[src/logic/viu_pkg.sv]
/*
 * Shared constants of the vector interrupt unit: request count, register
 * offsets, field positions, reset values and bus response codes.
 * Assumes an AXI4-Lite register bus with 32-bit data and byte addresses.
 */
package viu_pkg;
   localparam int REQ_COUNT = 56;
   localparam int PRIO_W = 4;
   localparam int IDX_W = 6;
   localparam int ADDR_W = 12;

   localparam logic [11:0] OFS_RAW_LO = 12'h000;
   localparam logic [11:0] OFS_RAW_HI = 12'h004;
   localparam logic [11:0] OFS_THR_FAST = 12'h010;
   localparam logic [11:0] OFS_THR_NORM = 12'h014;
   localparam logic [11:0] OFS_VEC_FAST = 12'h020;
   localparam logic [11:0] OFS_VEC_NORM = 12'h024;
   localparam logic [11:0] OFS_EVT_STAT = 12'h030;
   localparam logic [11:0] OFS_EVT_MASK = 12'h034;
   localparam logic [11:0] OFS_CFG_BASE = 12'h100;
   localparam logic [3:0] CFG_PAGE = 4'h1;

   localparam int CFG_PRIO_LSB = 0;
   localparam int CFG_TGT_BIT = 8;
   localparam int CFG_POL_BIT = 16;
   localparam int CFG_SWREQ_BIT = 24;
   localparam int VEC_VALID_BIT = 31;
   localparam int VEC_PRIO_LSB = 16;
   localparam int EVT_FAST_BIT = 0;
   localparam int EVT_NORM_BIT = 1;

   localparam logic TARGET_FAST = 1'h0;
   localparam logic TARGET_NORM = 1'h1;

   localparam logic [3:0] RST_PRIO = 4'h0;
   localparam logic [3:0] RST_THR = 4'h0;
   localparam logic [1:0] RST_EVT = 2'h0;

   localparam logic [1:0] RESP_OKAY = 2'h0;
   localparam logic [1:0] RESP_SLVERR = 2'h2;
endpackage

[src/logic/viu_prio_pick.sv]
/*
 * Priority picker for one target: finds the highest-priority candidate
 * request and its index. Purely combinational.
 * Assumes candidates with priority zero are already excluded.
 */
`timescale 1ns/1ns
module viu_prio_pick #(
   parameter int N = 56,
   parameter int PW = 4,
   parameter int IW = 6
) (
   // Candidates
   input wire logic [N-1:0] cand,
   input wire logic [N*PW-1:0] prioFlat,
   // Winner
   output logic found,
   output logic [PW-1:0] bestPrio,
   output logic [IW-1:0] bestIdx
);
   // Strictly greater keeps the lowest index on a tie
   always_comb begin
      found = 1'b0;
      bestPrio = '0;
      bestIdx = '0;
      for (int i = 0; i < N; i++) begin
         if (cand[i] && (!found || prioFlat[i*PW +: PW] > bestPrio)) begin
            found = 1'b1;
            bestPrio = prioFlat[i*PW +: PW];
            bestIdx = IW'(i);
         end
      end
   end
endmodule

[src/logic/viu_vector_interrupt_unit.sv]
/*
 * Vector interrupt unit: routes level requests to the fast and normal
 * interrupt lines by priority and threshold, with an AXI4-Lite slave.
 * Assumes clk_sys is the unit's gated branch clock; branchClkOn low
 * stands for that clock being switched off.
 */
// The AXI4-Lite slave port and the register addresses are this design's own decisions.
`timescale 1ns/1ns
// Function
// RULE_01 - There are 56 level request inputs, each with a programmable active polarity.
// RULE_02 - Each request has a software request bit that raises it without the peripheral.
// RULE_03 - Software can read the raw state of each request after polarity and before masking.
// RULE_04 - Each request has a programmable priority choosing one of up to 15 active levels.
// RULE_05 - Software routes each request either to the fast or to the normal line.
// RULE_06 - Target value 0 selects the fast line and value 1 the normal line.
// RULE_07 - Each target has its own threshold against which request priority is compared.
// RULE_08 - A request of priority 0 is masked and never asserts either line.
// RULE_09 - Level 1 is lowest and 15 highest, and the higher value wins for a target.
// RULE_10 - A vector identifying the pending request is offered to software.
// RULE_11 - Nested servicing lets a higher priority request interrupt a lower one.
// RULE_12 - All logic runs on the branch clock and stops while it is switched off. Here only lines, vectors, event setting and bus readies stop.
// RULE_13 - A line is high while a routed active request has priority above its threshold.
module viu_vector_interrupt_unit #(
   parameter int REQ_N = viu_pkg::REQ_COUNT
) (
   // Clock and reset
   input wire logic clk_sys,
   input wire logic sys_rst,
   input wire logic branchClkOn,
   // Peripheral requests
   input wire logic [REQ_N-1:0] reqIn,
   // Processor lines
   output logic fastIrqLine,
   output logic normIrqLine,
   // Event interrupt
   output logic evtIrq,
   // AXI4-Lite write address
   input wire logic [viu_pkg::ADDR_W-1:0] s_axi_awaddr,
   input wire logic s_axi_awvalid,
   output logic s_axi_awready,
   // AXI4-Lite write data
   input wire logic [31:0] s_axi_wdata,
   input wire logic [3:0] s_axi_wstrb,
   input wire logic s_axi_wvalid,
   output logic s_axi_wready,
   // AXI4-Lite write response
   output logic [1:0] s_axi_bresp,
   output logic s_axi_bvalid,
   input wire logic s_axi_bready,
   // AXI4-Lite read address
   input wire logic [viu_pkg::ADDR_W-1:0] s_axi_araddr,
   input wire logic s_axi_arvalid,
   output logic s_axi_arready,
   // AXI4-Lite read data
   output logic [31:0] s_axi_rdata,
   output logic [1:0] s_axi_rresp,
   output logic s_axi_rvalid,
   input wire logic s_axi_rready
);
   localparam int PW = viu_pkg::PRIO_W;
   localparam int IW = viu_pkg::IDX_W;
   localparam int AW = viu_pkg::ADDR_W;

   // Per-request configuration and evaluation
   logic [PW-1:0] prio [REQ_N];
   logic [REQ_N-1:0] target;
   logic [REQ_N-1:0] polInv;
   logic [REQ_N-1:0] swReq;
   logic [REQ_N-1:0] raw;
   logic [REQ_N-1:0] candFast;
   logic [REQ_N-1:0] candNorm;
   logic [REQ_N*PW-1:0] prioFlat;

   // Target state
   logic [PW-1:0] thrFast;
   logic [PW-1:0] thrNorm;
   logic [31:0] vecFast;
   logic [31:0] vecNorm;
   logic [1:0] evtStat;
   logic [1:0] evtMask;

   // Write channel holding
   logic awHave;
   logic wHave;
   logic [AW-1:0] wrAddr;
   logic [31:0] wrData;
   logic [3:0] wrStrb;

   // Picker results
   wire logic foundFast;
   wire logic foundNorm;
   wire logic [PW-1:0] bestPrioFast;
   wire logic [PW-1:0] bestPrioNorm;
   wire logic [IW-1:0] bestIdxFast;
   wire logic [IW-1:0] bestIdxNorm;

   // Write decode
   wire logic wrFire = awHave && wHave && !s_axi_bvalid;
   wire logic wrIsCfg = wrAddr[11:8] == viu_pkg::CFG_PAGE &&
      wrAddr[7:2] < IW'(REQ_N);
   wire logic [IW-1:0] wrCfgIdx = wrAddr[7:2];
   wire logic wrThrFast = wrAddr == viu_pkg::OFS_THR_FAST;
   wire logic wrThrNorm = wrAddr == viu_pkg::OFS_THR_NORM;
   wire logic wrStat = wrAddr == viu_pkg::OFS_EVT_STAT;
   wire logic wrMask = wrAddr == viu_pkg::OFS_EVT_MASK;
   wire logic wrRo = wrAddr == viu_pkg::OFS_RAW_LO ||
      wrAddr == viu_pkg::OFS_RAW_HI || wrAddr == viu_pkg::OFS_VEC_FAST ||
      wrAddr == viu_pkg::OFS_VEC_NORM;
   wire logic wrOk = wrIsCfg || wrThrFast || wrThrNorm || wrStat ||
      wrMask || wrRo;
   wire logic [1:0] evtClr = (wrFire && wrStat && wrStrb[0]) ?
      wrData[1:0] : 2'h0;

   // Request evaluation per entry
   genvar g;
   generate
      for (g = 0; g < REQ_N; g++) begin : gEntry
         wire logic prioOn;
         wire logic cfgSel;
         assign raw[g] = (reqIn[g] ^ polInv[g]) | swReq[g]; // RULE_01 RULE_02
         assign prioOn = prio[g] != viu_pkg::RST_PRIO; // RULE_08
         assign candFast[g] = raw[g] && prioOn &&
            target[g] == viu_pkg::TARGET_FAST; // RULE_05 RULE_06
         assign candNorm[g] = raw[g] && prioOn &&
            target[g] == viu_pkg::TARGET_NORM; // RULE_05 RULE_06
         assign prioFlat[g*PW +: PW] = prio[g];
         assign cfgSel = wrFire && wrIsCfg && wrCfgIdx == IW'(g);
         always_ff @(posedge clk_sys or posedge sys_rst) begin
            if (sys_rst) begin
               prio[g] <= viu_pkg::RST_PRIO;
               target[g] <= viu_pkg::TARGET_FAST;
               polInv[g] <= 1'b0;
               swReq[g] <= 1'b0;
            end else if (cfgSel) begin
               if (wrStrb[0]) begin
                  prio[g] <= wrData[viu_pkg::CFG_PRIO_LSB +: PW]; // RULE_04
               end
               if (wrStrb[1]) begin
                  target[g] <= wrData[viu_pkg::CFG_TGT_BIT]; // RULE_05
               end
               if (wrStrb[2]) begin
                  polInv[g] <= wrData[viu_pkg::CFG_POL_BIT]; // RULE_01
               end
               if (wrStrb[3]) begin
                  swReq[g] <= wrData[viu_pkg::CFG_SWREQ_BIT]; // RULE_02
               end
            end
         end
      end
   endgenerate

   viu_prio_pick #(.N(REQ_N), .PW(PW), .IW(IW)) uPickFast (
      .cand(candFast),
      .prioFlat(prioFlat),
      .found(foundFast),
      .bestPrio(bestPrioFast),
      .bestIdx(bestIdxFast)
   ); // RULE_09

   viu_prio_pick #(.N(REQ_N), .PW(PW), .IW(IW)) uPickNorm (
      .cand(candNorm),
      .prioFlat(prioFlat),
      .found(foundNorm),
      .bestPrio(bestPrioNorm),
      .bestIdx(bestIdxNorm)
   ); // RULE_09

   // Threshold compare; raising a threshold to the serviced level nests
   wire logic next_fastLine = foundFast && bestPrioFast > thrFast; // RULE_07 RULE_13 RULE_11
   wire logic next_normLine = foundNorm && bestPrioNorm > thrNorm; // RULE_07 RULE_13 RULE_11
   wire logic [31:0] next_vecFast = {foundFast, 11'h000,
      bestPrioFast, 10'h000, bestIdxFast}; // RULE_10
   wire logic [31:0] next_vecNorm = {foundNorm, 11'h000,
      bestPrioNorm, 10'h000, bestIdxNorm}; // RULE_10
   wire logic [1:0] evtSet = {next_normLine & ~normIrqLine,
      next_fastLine & ~fastIrqLine};

   // Evaluation freezes with the branch clock off
   always_ff @(posedge clk_sys or posedge sys_rst) begin
      if (sys_rst) begin
         fastIrqLine <= 1'b0;
         normIrqLine <= 1'b0;
         vecFast <= 32'h0000_0000;
         vecNorm <= 32'h0000_0000;
      end else if (branchClkOn) begin // RULE_12
         fastIrqLine <= next_fastLine;
         normIrqLine <= next_normLine;
         vecFast <= next_vecFast;
         vecNorm <= next_vecNorm;
      end
   end

   // Bus stalls while the branch clock is off
   assign s_axi_awready = !awHave && branchClkOn; // RULE_12
   assign s_axi_wready = !wHave && branchClkOn; // RULE_12
   assign s_axi_arready = !s_axi_rvalid && branchClkOn; // RULE_12

   always_ff @(posedge clk_sys or posedge sys_rst) begin
      if (sys_rst) begin
         awHave <= 1'b0;
         wrAddr <= '0;
      end else if (s_axi_awvalid && s_axi_awready) begin
         awHave <= 1'b1;
         wrAddr <= {s_axi_awaddr[AW-1:2], 2'h0};
      end else if (wrFire) begin
         awHave <= 1'b0;
      end
   end

   always_ff @(posedge clk_sys or posedge sys_rst) begin
      if (sys_rst) begin
         wHave <= 1'b0;
         wrData <= 32'h0000_0000;
         wrStrb <= 4'h0;
      end else if (s_axi_wvalid && s_axi_wready) begin
         wHave <= 1'b1;
         wrData <= s_axi_wdata;
         wrStrb <= s_axi_wstrb;
      end else if (wrFire) begin
         wHave <= 1'b0;
      end
   end

   always_ff @(posedge clk_sys or posedge sys_rst) begin
      if (sys_rst) begin
         s_axi_bvalid <= 1'b0;
         s_axi_bresp <= viu_pkg::RESP_OKAY;
      end else if (wrFire) begin
         s_axi_bvalid <= 1'b1;
         s_axi_bresp <= wrOk ? viu_pkg::RESP_OKAY : viu_pkg::RESP_SLVERR;
      end else if (s_axi_bready) begin
         s_axi_bvalid <= 1'b0;
      end
   end

   always_ff @(posedge clk_sys or posedge sys_rst) begin
      if (sys_rst) begin
         thrFast <= viu_pkg::RST_THR;
         thrNorm <= viu_pkg::RST_THR;
         evtMask <= viu_pkg::RST_EVT;
      end else if (wrFire && wrStrb[0]) begin
         if (wrThrFast) begin
            thrFast <= wrData[PW-1:0]; // RULE_07
         end
         if (wrThrNorm) begin
            thrNorm <= wrData[PW-1:0]; // RULE_07
         end
         if (wrMask) begin
            evtMask <= wrData[1:0];
         end
      end
   end

   // A new line assertion in the clearing cycle is kept
   always_ff @(posedge clk_sys or posedge sys_rst) begin
      if (sys_rst) begin
         evtStat <= viu_pkg::RST_EVT;
      end else begin
         evtStat <= (evtStat & ~evtClr) | (branchClkOn ? evtSet : 2'h0);
      end
   end

   assign evtIrq = |(evtStat & evtMask);

   // Read decode
   wire logic [AW-1:0] rdAddr = {s_axi_araddr[AW-1:2], 2'h0};
   wire logic rdIsCfg = rdAddr[11:8] == viu_pkg::CFG_PAGE &&
      rdAddr[7:2] < IW'(REQ_N);
   wire logic [IW-1:0] rdCfgIdx = rdAddr[7:2];
   wire logic [63:0] rawWide = 64'(raw);
   wire logic [31:0] cfgWord = rdIsCfg ? {7'h00, swReq[rdCfgIdx],
      7'h00, polInv[rdCfgIdx], 7'h00, target[rdCfgIdx],
      4'h0, prio[rdCfgIdx]} : 32'h0000_0000;
   logic [31:0] rdMux;
   logic rdOk;

   always_comb begin
      rdOk = 1'b1;
      rdMux = 32'h0000_0000;
      case (rdAddr)
         viu_pkg::OFS_RAW_LO: rdMux = rawWide[31:0]; // RULE_03
         viu_pkg::OFS_RAW_HI: rdMux = rawWide[63:32]; // RULE_03
         viu_pkg::OFS_THR_FAST: rdMux = 32'(thrFast);
         viu_pkg::OFS_THR_NORM: rdMux = 32'(thrNorm);
         viu_pkg::OFS_VEC_FAST: rdMux = vecFast; // RULE_10
         viu_pkg::OFS_VEC_NORM: rdMux = vecNorm; // RULE_10
         viu_pkg::OFS_EVT_STAT: rdMux = 32'(evtStat);
         viu_pkg::OFS_EVT_MASK: rdMux = 32'(evtMask);
         default: begin
            rdMux = cfgWord;
            rdOk = rdIsCfg;
         end
      endcase
   end

   always_ff @(posedge clk_sys or posedge sys_rst) begin
      if (sys_rst) begin
         s_axi_rvalid <= 1'b0;
         s_axi_rdata <= 32'h0000_0000;
         s_axi_rresp <= viu_pkg::RESP_OKAY;
      end else if (s_axi_arvalid && s_axi_arready) begin
         s_axi_rvalid <= 1'b1;
         s_axi_rdata <= rdMux;
         s_axi_rresp <= rdOk ? viu_pkg::RESP_OKAY : viu_pkg::RESP_SLVERR;
      end else if (s_axi_rready) begin
         s_axi_rvalid <= 1'b0;
      end
   end
endmodule

[config.mk]
export PLATFORM = sky130hd
export DESIGN_NAME = viu_vector_interrupt_unit
export DESIGN_NICKNAME = d
export VERILOG_FILES = /design/src/logic/viu_pkg.sv /design/src/logic/viu_prio_pick.sv /design/src/logic/viu_vector_interrupt_unit.sv
export SDC_FILE = /design/constraint.sdc
export NUM_CORES = 2
export LEC_CHECK = 0
export ABC_AREA = 1
export BUFFER_PORTS_ARGS = -buffer_cell sky130_fd_sc_hd__buf_2
export CAP_MARGIN = 20
export CORE_ASPECT_RATIO = 0.7
export CORE_MARGIN = 4
export CORE_UTILIZATION = 63
export CTS_CLUSTER_DIAMETER = 60
export DETAILED_ROUTE_END_ITERATION = 10
export GPL_TIMING_DRIVEN = 0
export PLACE_DENSITY = 0.79
export SYNTH_ARGS = -nofsm -noshare
export SYNTH_HDL_FRONTEND = slang
export SYNTH_SLANG_ARGS = --single-unit
[constraint.sdc]
create_clock -name clk_sys -period 63.1 [get_ports clk_sys]
set_clock_uncertainty 0.15 [all_clocks]
set_input_delay 9.465 -clock clk_sys [delete_from_list [all_inputs] [get_ports clk_sys]]
set_output_delay 9.465 -clock clk_sys [all_outputs]
set_load 0.05 [all_outputs]
==> out/metrics.csv, run 1 <==
metric;value;unit
synth_fa_ha_area_share;9.31;%
synth_seq_cells;487;
syn_inst;7152;
htree_num_levels;2;
stop_stage;5_1_grt;
globalRouteTotalUtil;67.9;%
syn_area_per_cell;6.58;sq um
status;aborted with a tool error;
netlist_top_cells_count;1803 x nand2_1, 993 x inv_1, 846 x o21ai_0, 646 x nand3_1, 487 x dfrtp_1;
yosysWarnings;0;
yosys.area_share.simple;34.4;%
yosysUniqueCellTypes;59;
stop_error;[ERROR GRT-0232] Routing congestion too high. Check the congestion heatmap in the GUI.;
synth_edf_count;0;
yosys.area.top_type;dfrtp_1;
die_height;237;um
clock_path_buffers;3;
synth_compound_area_share;17.5;%
cts_root_buffer;clkbuf_16;
synth_top_family_by_area;simple AND/OR/NAND/NOR gates;
synth_xor_area_share;0.726;%
ys_top_cells_by_area;dfrtp_1 26%, nand2_1 14%, ha_1 9.3%, o21ai_0 9.0%, inv_1 7.9%;
die_w;335;um
postGrtWorstEndpoint;evtStat[0]$_DFF_PP0_/D;
portBuffers;132;
post-dp-hpwl;157000;um
cts_buffers;52;
synth_mux_area_share;0.0957;%
synth_most_common_cell;nand2_1;
seq_area_frac_synth;25.9;%
row_count;83;
synth-async-reset-ratio;100;%
syn-cell-area;47100;sq um
io_pins;168;
grt_overflow;87;
place_congestion;1.08;
cts.sinks;487;
synthFlopType;dfrtp_1;
post-place-cells;8291;
grt_max_degree;121;
worst-ep-kind;register input;
initial_core_util;63.9;%
synth_top_area_share;25.9;%
per-layer routing:
metal / global-route usage [%] / GRT overflow
met5: 14.2 / 0
met4: 59.5 / 40
met3: 49.4 / 3
met2: 85.1 / 43
met1: 73.3 / 1
cells by family after synthesis:
family                     Yosys count
AOI/OAI and AO/OA                 1434
xor gates and xnor gates            39
adders and majority gates          350
buffers and inverters             1300
DFF                                487
muxes                                4
other                                1
and+or+nand+nor                   3537
stage by stage:
stage | cell area (sq um) | setup TNS [ps] | setup slack [ps] | util, %
after CTS | 57200 | -138560 | -6410 | 77.7
after global placement | 49200 | -190190 | -8900 | 66.8
after floorplan | 47300 | -34360 | -2160 | -
after detailed placement | 49700 | -240630 | -11320 | 67.5
repair_timing:
| action | CTS |
|---|---|
| gates resized for setup | 545 |
| gates cloned | 17 |
| setup buffers | 491 |
| hold endpoints to repair | 0 |
| pin swaps | 415 |
| hold buffers | 0 |
| setup endpoints to repair | 24 |
==> run 2, diff against run 1 <==
--- a/config.mk
+++ b/config.mk
@@ -8,13 +8,11 @@
 export ABC_AREA = 1
 export BUFFER_PORTS_ARGS = -buffer_cell sky130_fd_sc_hd__buf_2
 export CAP_MARGIN = 20
-export CORE_ASPECT_RATIO = 0.7
 export CORE_MARGIN = 4
-export CORE_UTILIZATION = 63
-export CTS_CLUSTER_DIAMETER = 60
+export CORE_UTILIZATION = 40
 export DETAILED_ROUTE_END_ITERATION = 10
 export GPL_TIMING_DRIVEN = 0
-export PLACE_DENSITY = 0.79
+export PLACE_DENSITY_LB_ADDON = 0.15
 export SYNTH_ARGS = -nofsm -noshare
 export SYNTH_HDL_FRONTEND = slang
 export SYNTH_SLANG_ARGS = --single-unit
==> run 2 against run 1 <==
Against the previous run: area after synthesis is the same; synthesized cell count is the same; the flow now finishes, with violations (setup timing).
==> out/metrics.csv, run 2 <==
metric;value;unit
slew_violations;0;
yosysWarnings;0;
r2r-end;evtStat[1]$_DFF_PP0_;
grt_overflow;0;
seq_area;12200;sq um
globalRouteTotalUtil;35.2;%
post-dp-hpwl;169000;um
io_pins;168;
drtAntennaViolNets;0;
first_global_vias;51200;
use_met3;8.58;%
ys_top_cells_by_area;dfrtp_1 26%, nand2_1 14%, ha_1 9.3%, o21ai_0 9.0%, inv_1 7.9%;
final_cells;9741;
cpLargestDelayFamily;simple AND/OR/NAND/NOR gates;
synth_most_common_cell;nand2_1;
static-leakage-power;29.8;nW
synth_edf_count;0;
min_period;69830;ps
use_met2;53.5;%
fmax;0.0143;GHz
first_iter_violations;6335;
regMostFlops;prio;
netlist_top_cells_count;1803 x nand2_1, 993 x inv_1, 846 x o21ai_0, 646 x nand3_1, 487 x dfrtp_1;
setup_violations;24;
cp_common_cell;nand2_1;
insertion_delay;720;ps
start_kind;input port;
post-place-cells;8842;
antenna_found_initial;20;
cts_buffers;61;
min_to;s_axi_rdata[25]$_DFFE_PP0P_;
vias_per_cell;5.69;
syn_inst;7152;
rsz0062_at_grt;yes;
via_count;55400;
synthFlopType;dfrtp_1;
fillers;11300;
finalCritPeriodShare;111;%
crit_arrival;70280;ps
reg2reg_depth;588;
grt_pass1_wl;327000;um
syn-cell-area;47100;sq um
cpPeakStageDelay;360;ps
grt_max_degree;117;
maxCapViolCount;0;
final_cell_mix;1599 x nand2_1, 914 x inv_1, 736 x buf_4;
row_count;125;
path_clk_slew;60;ps
violations;setup timing;
hold_depth;2;
portBuffers;132;
drc_errors;0;
power_density;36.5;nW/um^2
cts.sinks;487;
multiInputGateArea;32700;sq um
synth-async-reset-ratio;100;%
synth_seq_cells;487;
ctsHoldBuffers;0;
cts_tree;built;
coreArea;117000;sq um
layout-drive-gt1-share;26.4;%
detail_route.wl_per_cell;23.1;um
max_slew_margin;9.38;%
synthToLayoutAreaGrowth;31.3;%
die_height;351;um
required;63550;ps
worstPathMaxFanout;8;
synth_top_area_share;25.9;%
end_kind;register;
status;finished, violations left;
critPathKind;in -> reg;
largest_reg_flops;224;
yosysUniqueCellTypes;59;
clock_path_buffers;3;
initial_core_util;40.4;%
r2r_slack;1620;ps
worst_slew_pin_slew;1360;ps
syn_area_per_cell;6.58;sq um
hold_start;s_axi_rdata[25]$_DFFE_PP0P_;
cts_root_buffer;clkbuf_16;
place_congestion;1.03;
hp-class;reg -> reg;
totalWireLength;225000;um
max-vdd-ir-drop;0.0000297;V
die-area;123000;sq um
layout_commonest_cell;nand2_1;
seq_area_frac_synth;25.9;%
slowest_stage;ha_1;
r2r-start;polInv[0]$_DFFE_PP0P_;
path_buf_inv;130;
met1_usage;47.2;%
die_w;351;um
hold_violations;0;
htree_num_levels;2;
setup_slack;-6730;ps
pre_cts_ws;-10500;ps
fin_nets;8632;
yosys.area.top_type;dfrtp_1;
grt_busiest_layer;met2;
firstDrtPassIters;8;
## run 2: area by class of cell
class / instances / share of cell area [%]
Sequential cell: 487 / 19.7
Clock buffer: 80 / 2.80
Tap cell: 1524 / 3.09
Timing Repair Buffer: 933 / 11.5
Clock inverter: 28 / 0.618
Buffer: 270 / 3.03
Antenna cell: 14 / 0.0567
Inverter: 1030 / 6.29
Multi-Input combinational cell: 5375 / 52.9
## run 2: how the worst max path moves through the flow
stage	end	cells past startpoint	startpoint	slack [ps]
after floorplan	evtStat[1]$_DFF_PP0_	595	reqIn[0]	-2160
after global placement	evtStat[0]$_DFF_PP0_	575	reqIn[0]	-9460
after detailed placement	evtStat[1]$_DFF_PP0_	583	reqIn[0]	-10500
after CTS	evtStat[1]$_DFF_PP0_	604	reqIn[0]	-5840
after global routing	evtStat[0]$_DFF_PP0_	593	reqIn[0]	-12180
final	evtStat[1]$_DFF_PP0_	589	reqIn[0]	-6730
## run 2: power by group
group	internal [mW]	switching, mW	leakage, nW
clock network	0.214	0.164	1.02
logic	0.628	0.888	22.1
registers	0.334	0.0240	6.69
## run 2: metrics by stage
stage / hold WS, ps / power [mW] / TNS, ps / utilization [%] / area (sq um)
floorplan: 292 / 1.15 / -34360 / - / 47300
global placement: 311 / 1.42 / -207870 / 42.8 / 49900
detailed placement: 312 / 1.44 / -232050 / 43.3 / 50500
CTS: 327 / 2.10 / -128070 / 51.8 / 60300
global route: 334 / 2.40 / -279810 / 53.0 / 61800
finish: 323 / 2.25 / -149290 / 53.0 / 61800
## run 2: per-layer routing
metal | vias to the layer above | wire length, um
li1 | 25900 | -
met1 | 26400 | 93900
met2 | 2609 | 96000
met3 | 549 | 22900
met4 | 14 | 12000
met5 | - | 223
## run 2: worst register-to-register path: cells and delay by family, from the launching register on
kind,cells,cell delay (ps)
simple gates,320,25520
compound gates,86,10020
fa+ha+maj,53,14600
buf+inv,129,10790
flops,1,390
## run 2: repair_timing
item,in CTS,in global routing
gates resized for setup,682,163
pin swaps,514,271
gates cloned,16,0
setup endpoints to repair,24,24
buffers inserted,682,74
## run 2: kinds of logic after synthesis
group | after synthesis | share of synthesized area, %
compound gates | 1434 | 17.5
xor+xnor | 39 | 0.726
fa+ha+maj | 350 | 9.31
buf+inv | 1300 | 12.1
flops | 487 | 25.9
mux | 4 | 0.0957
other cells | 1 | 0.00797
simple gates | 3537 | 34.4
Note: power is estimated with default switching activity, not from simulation.
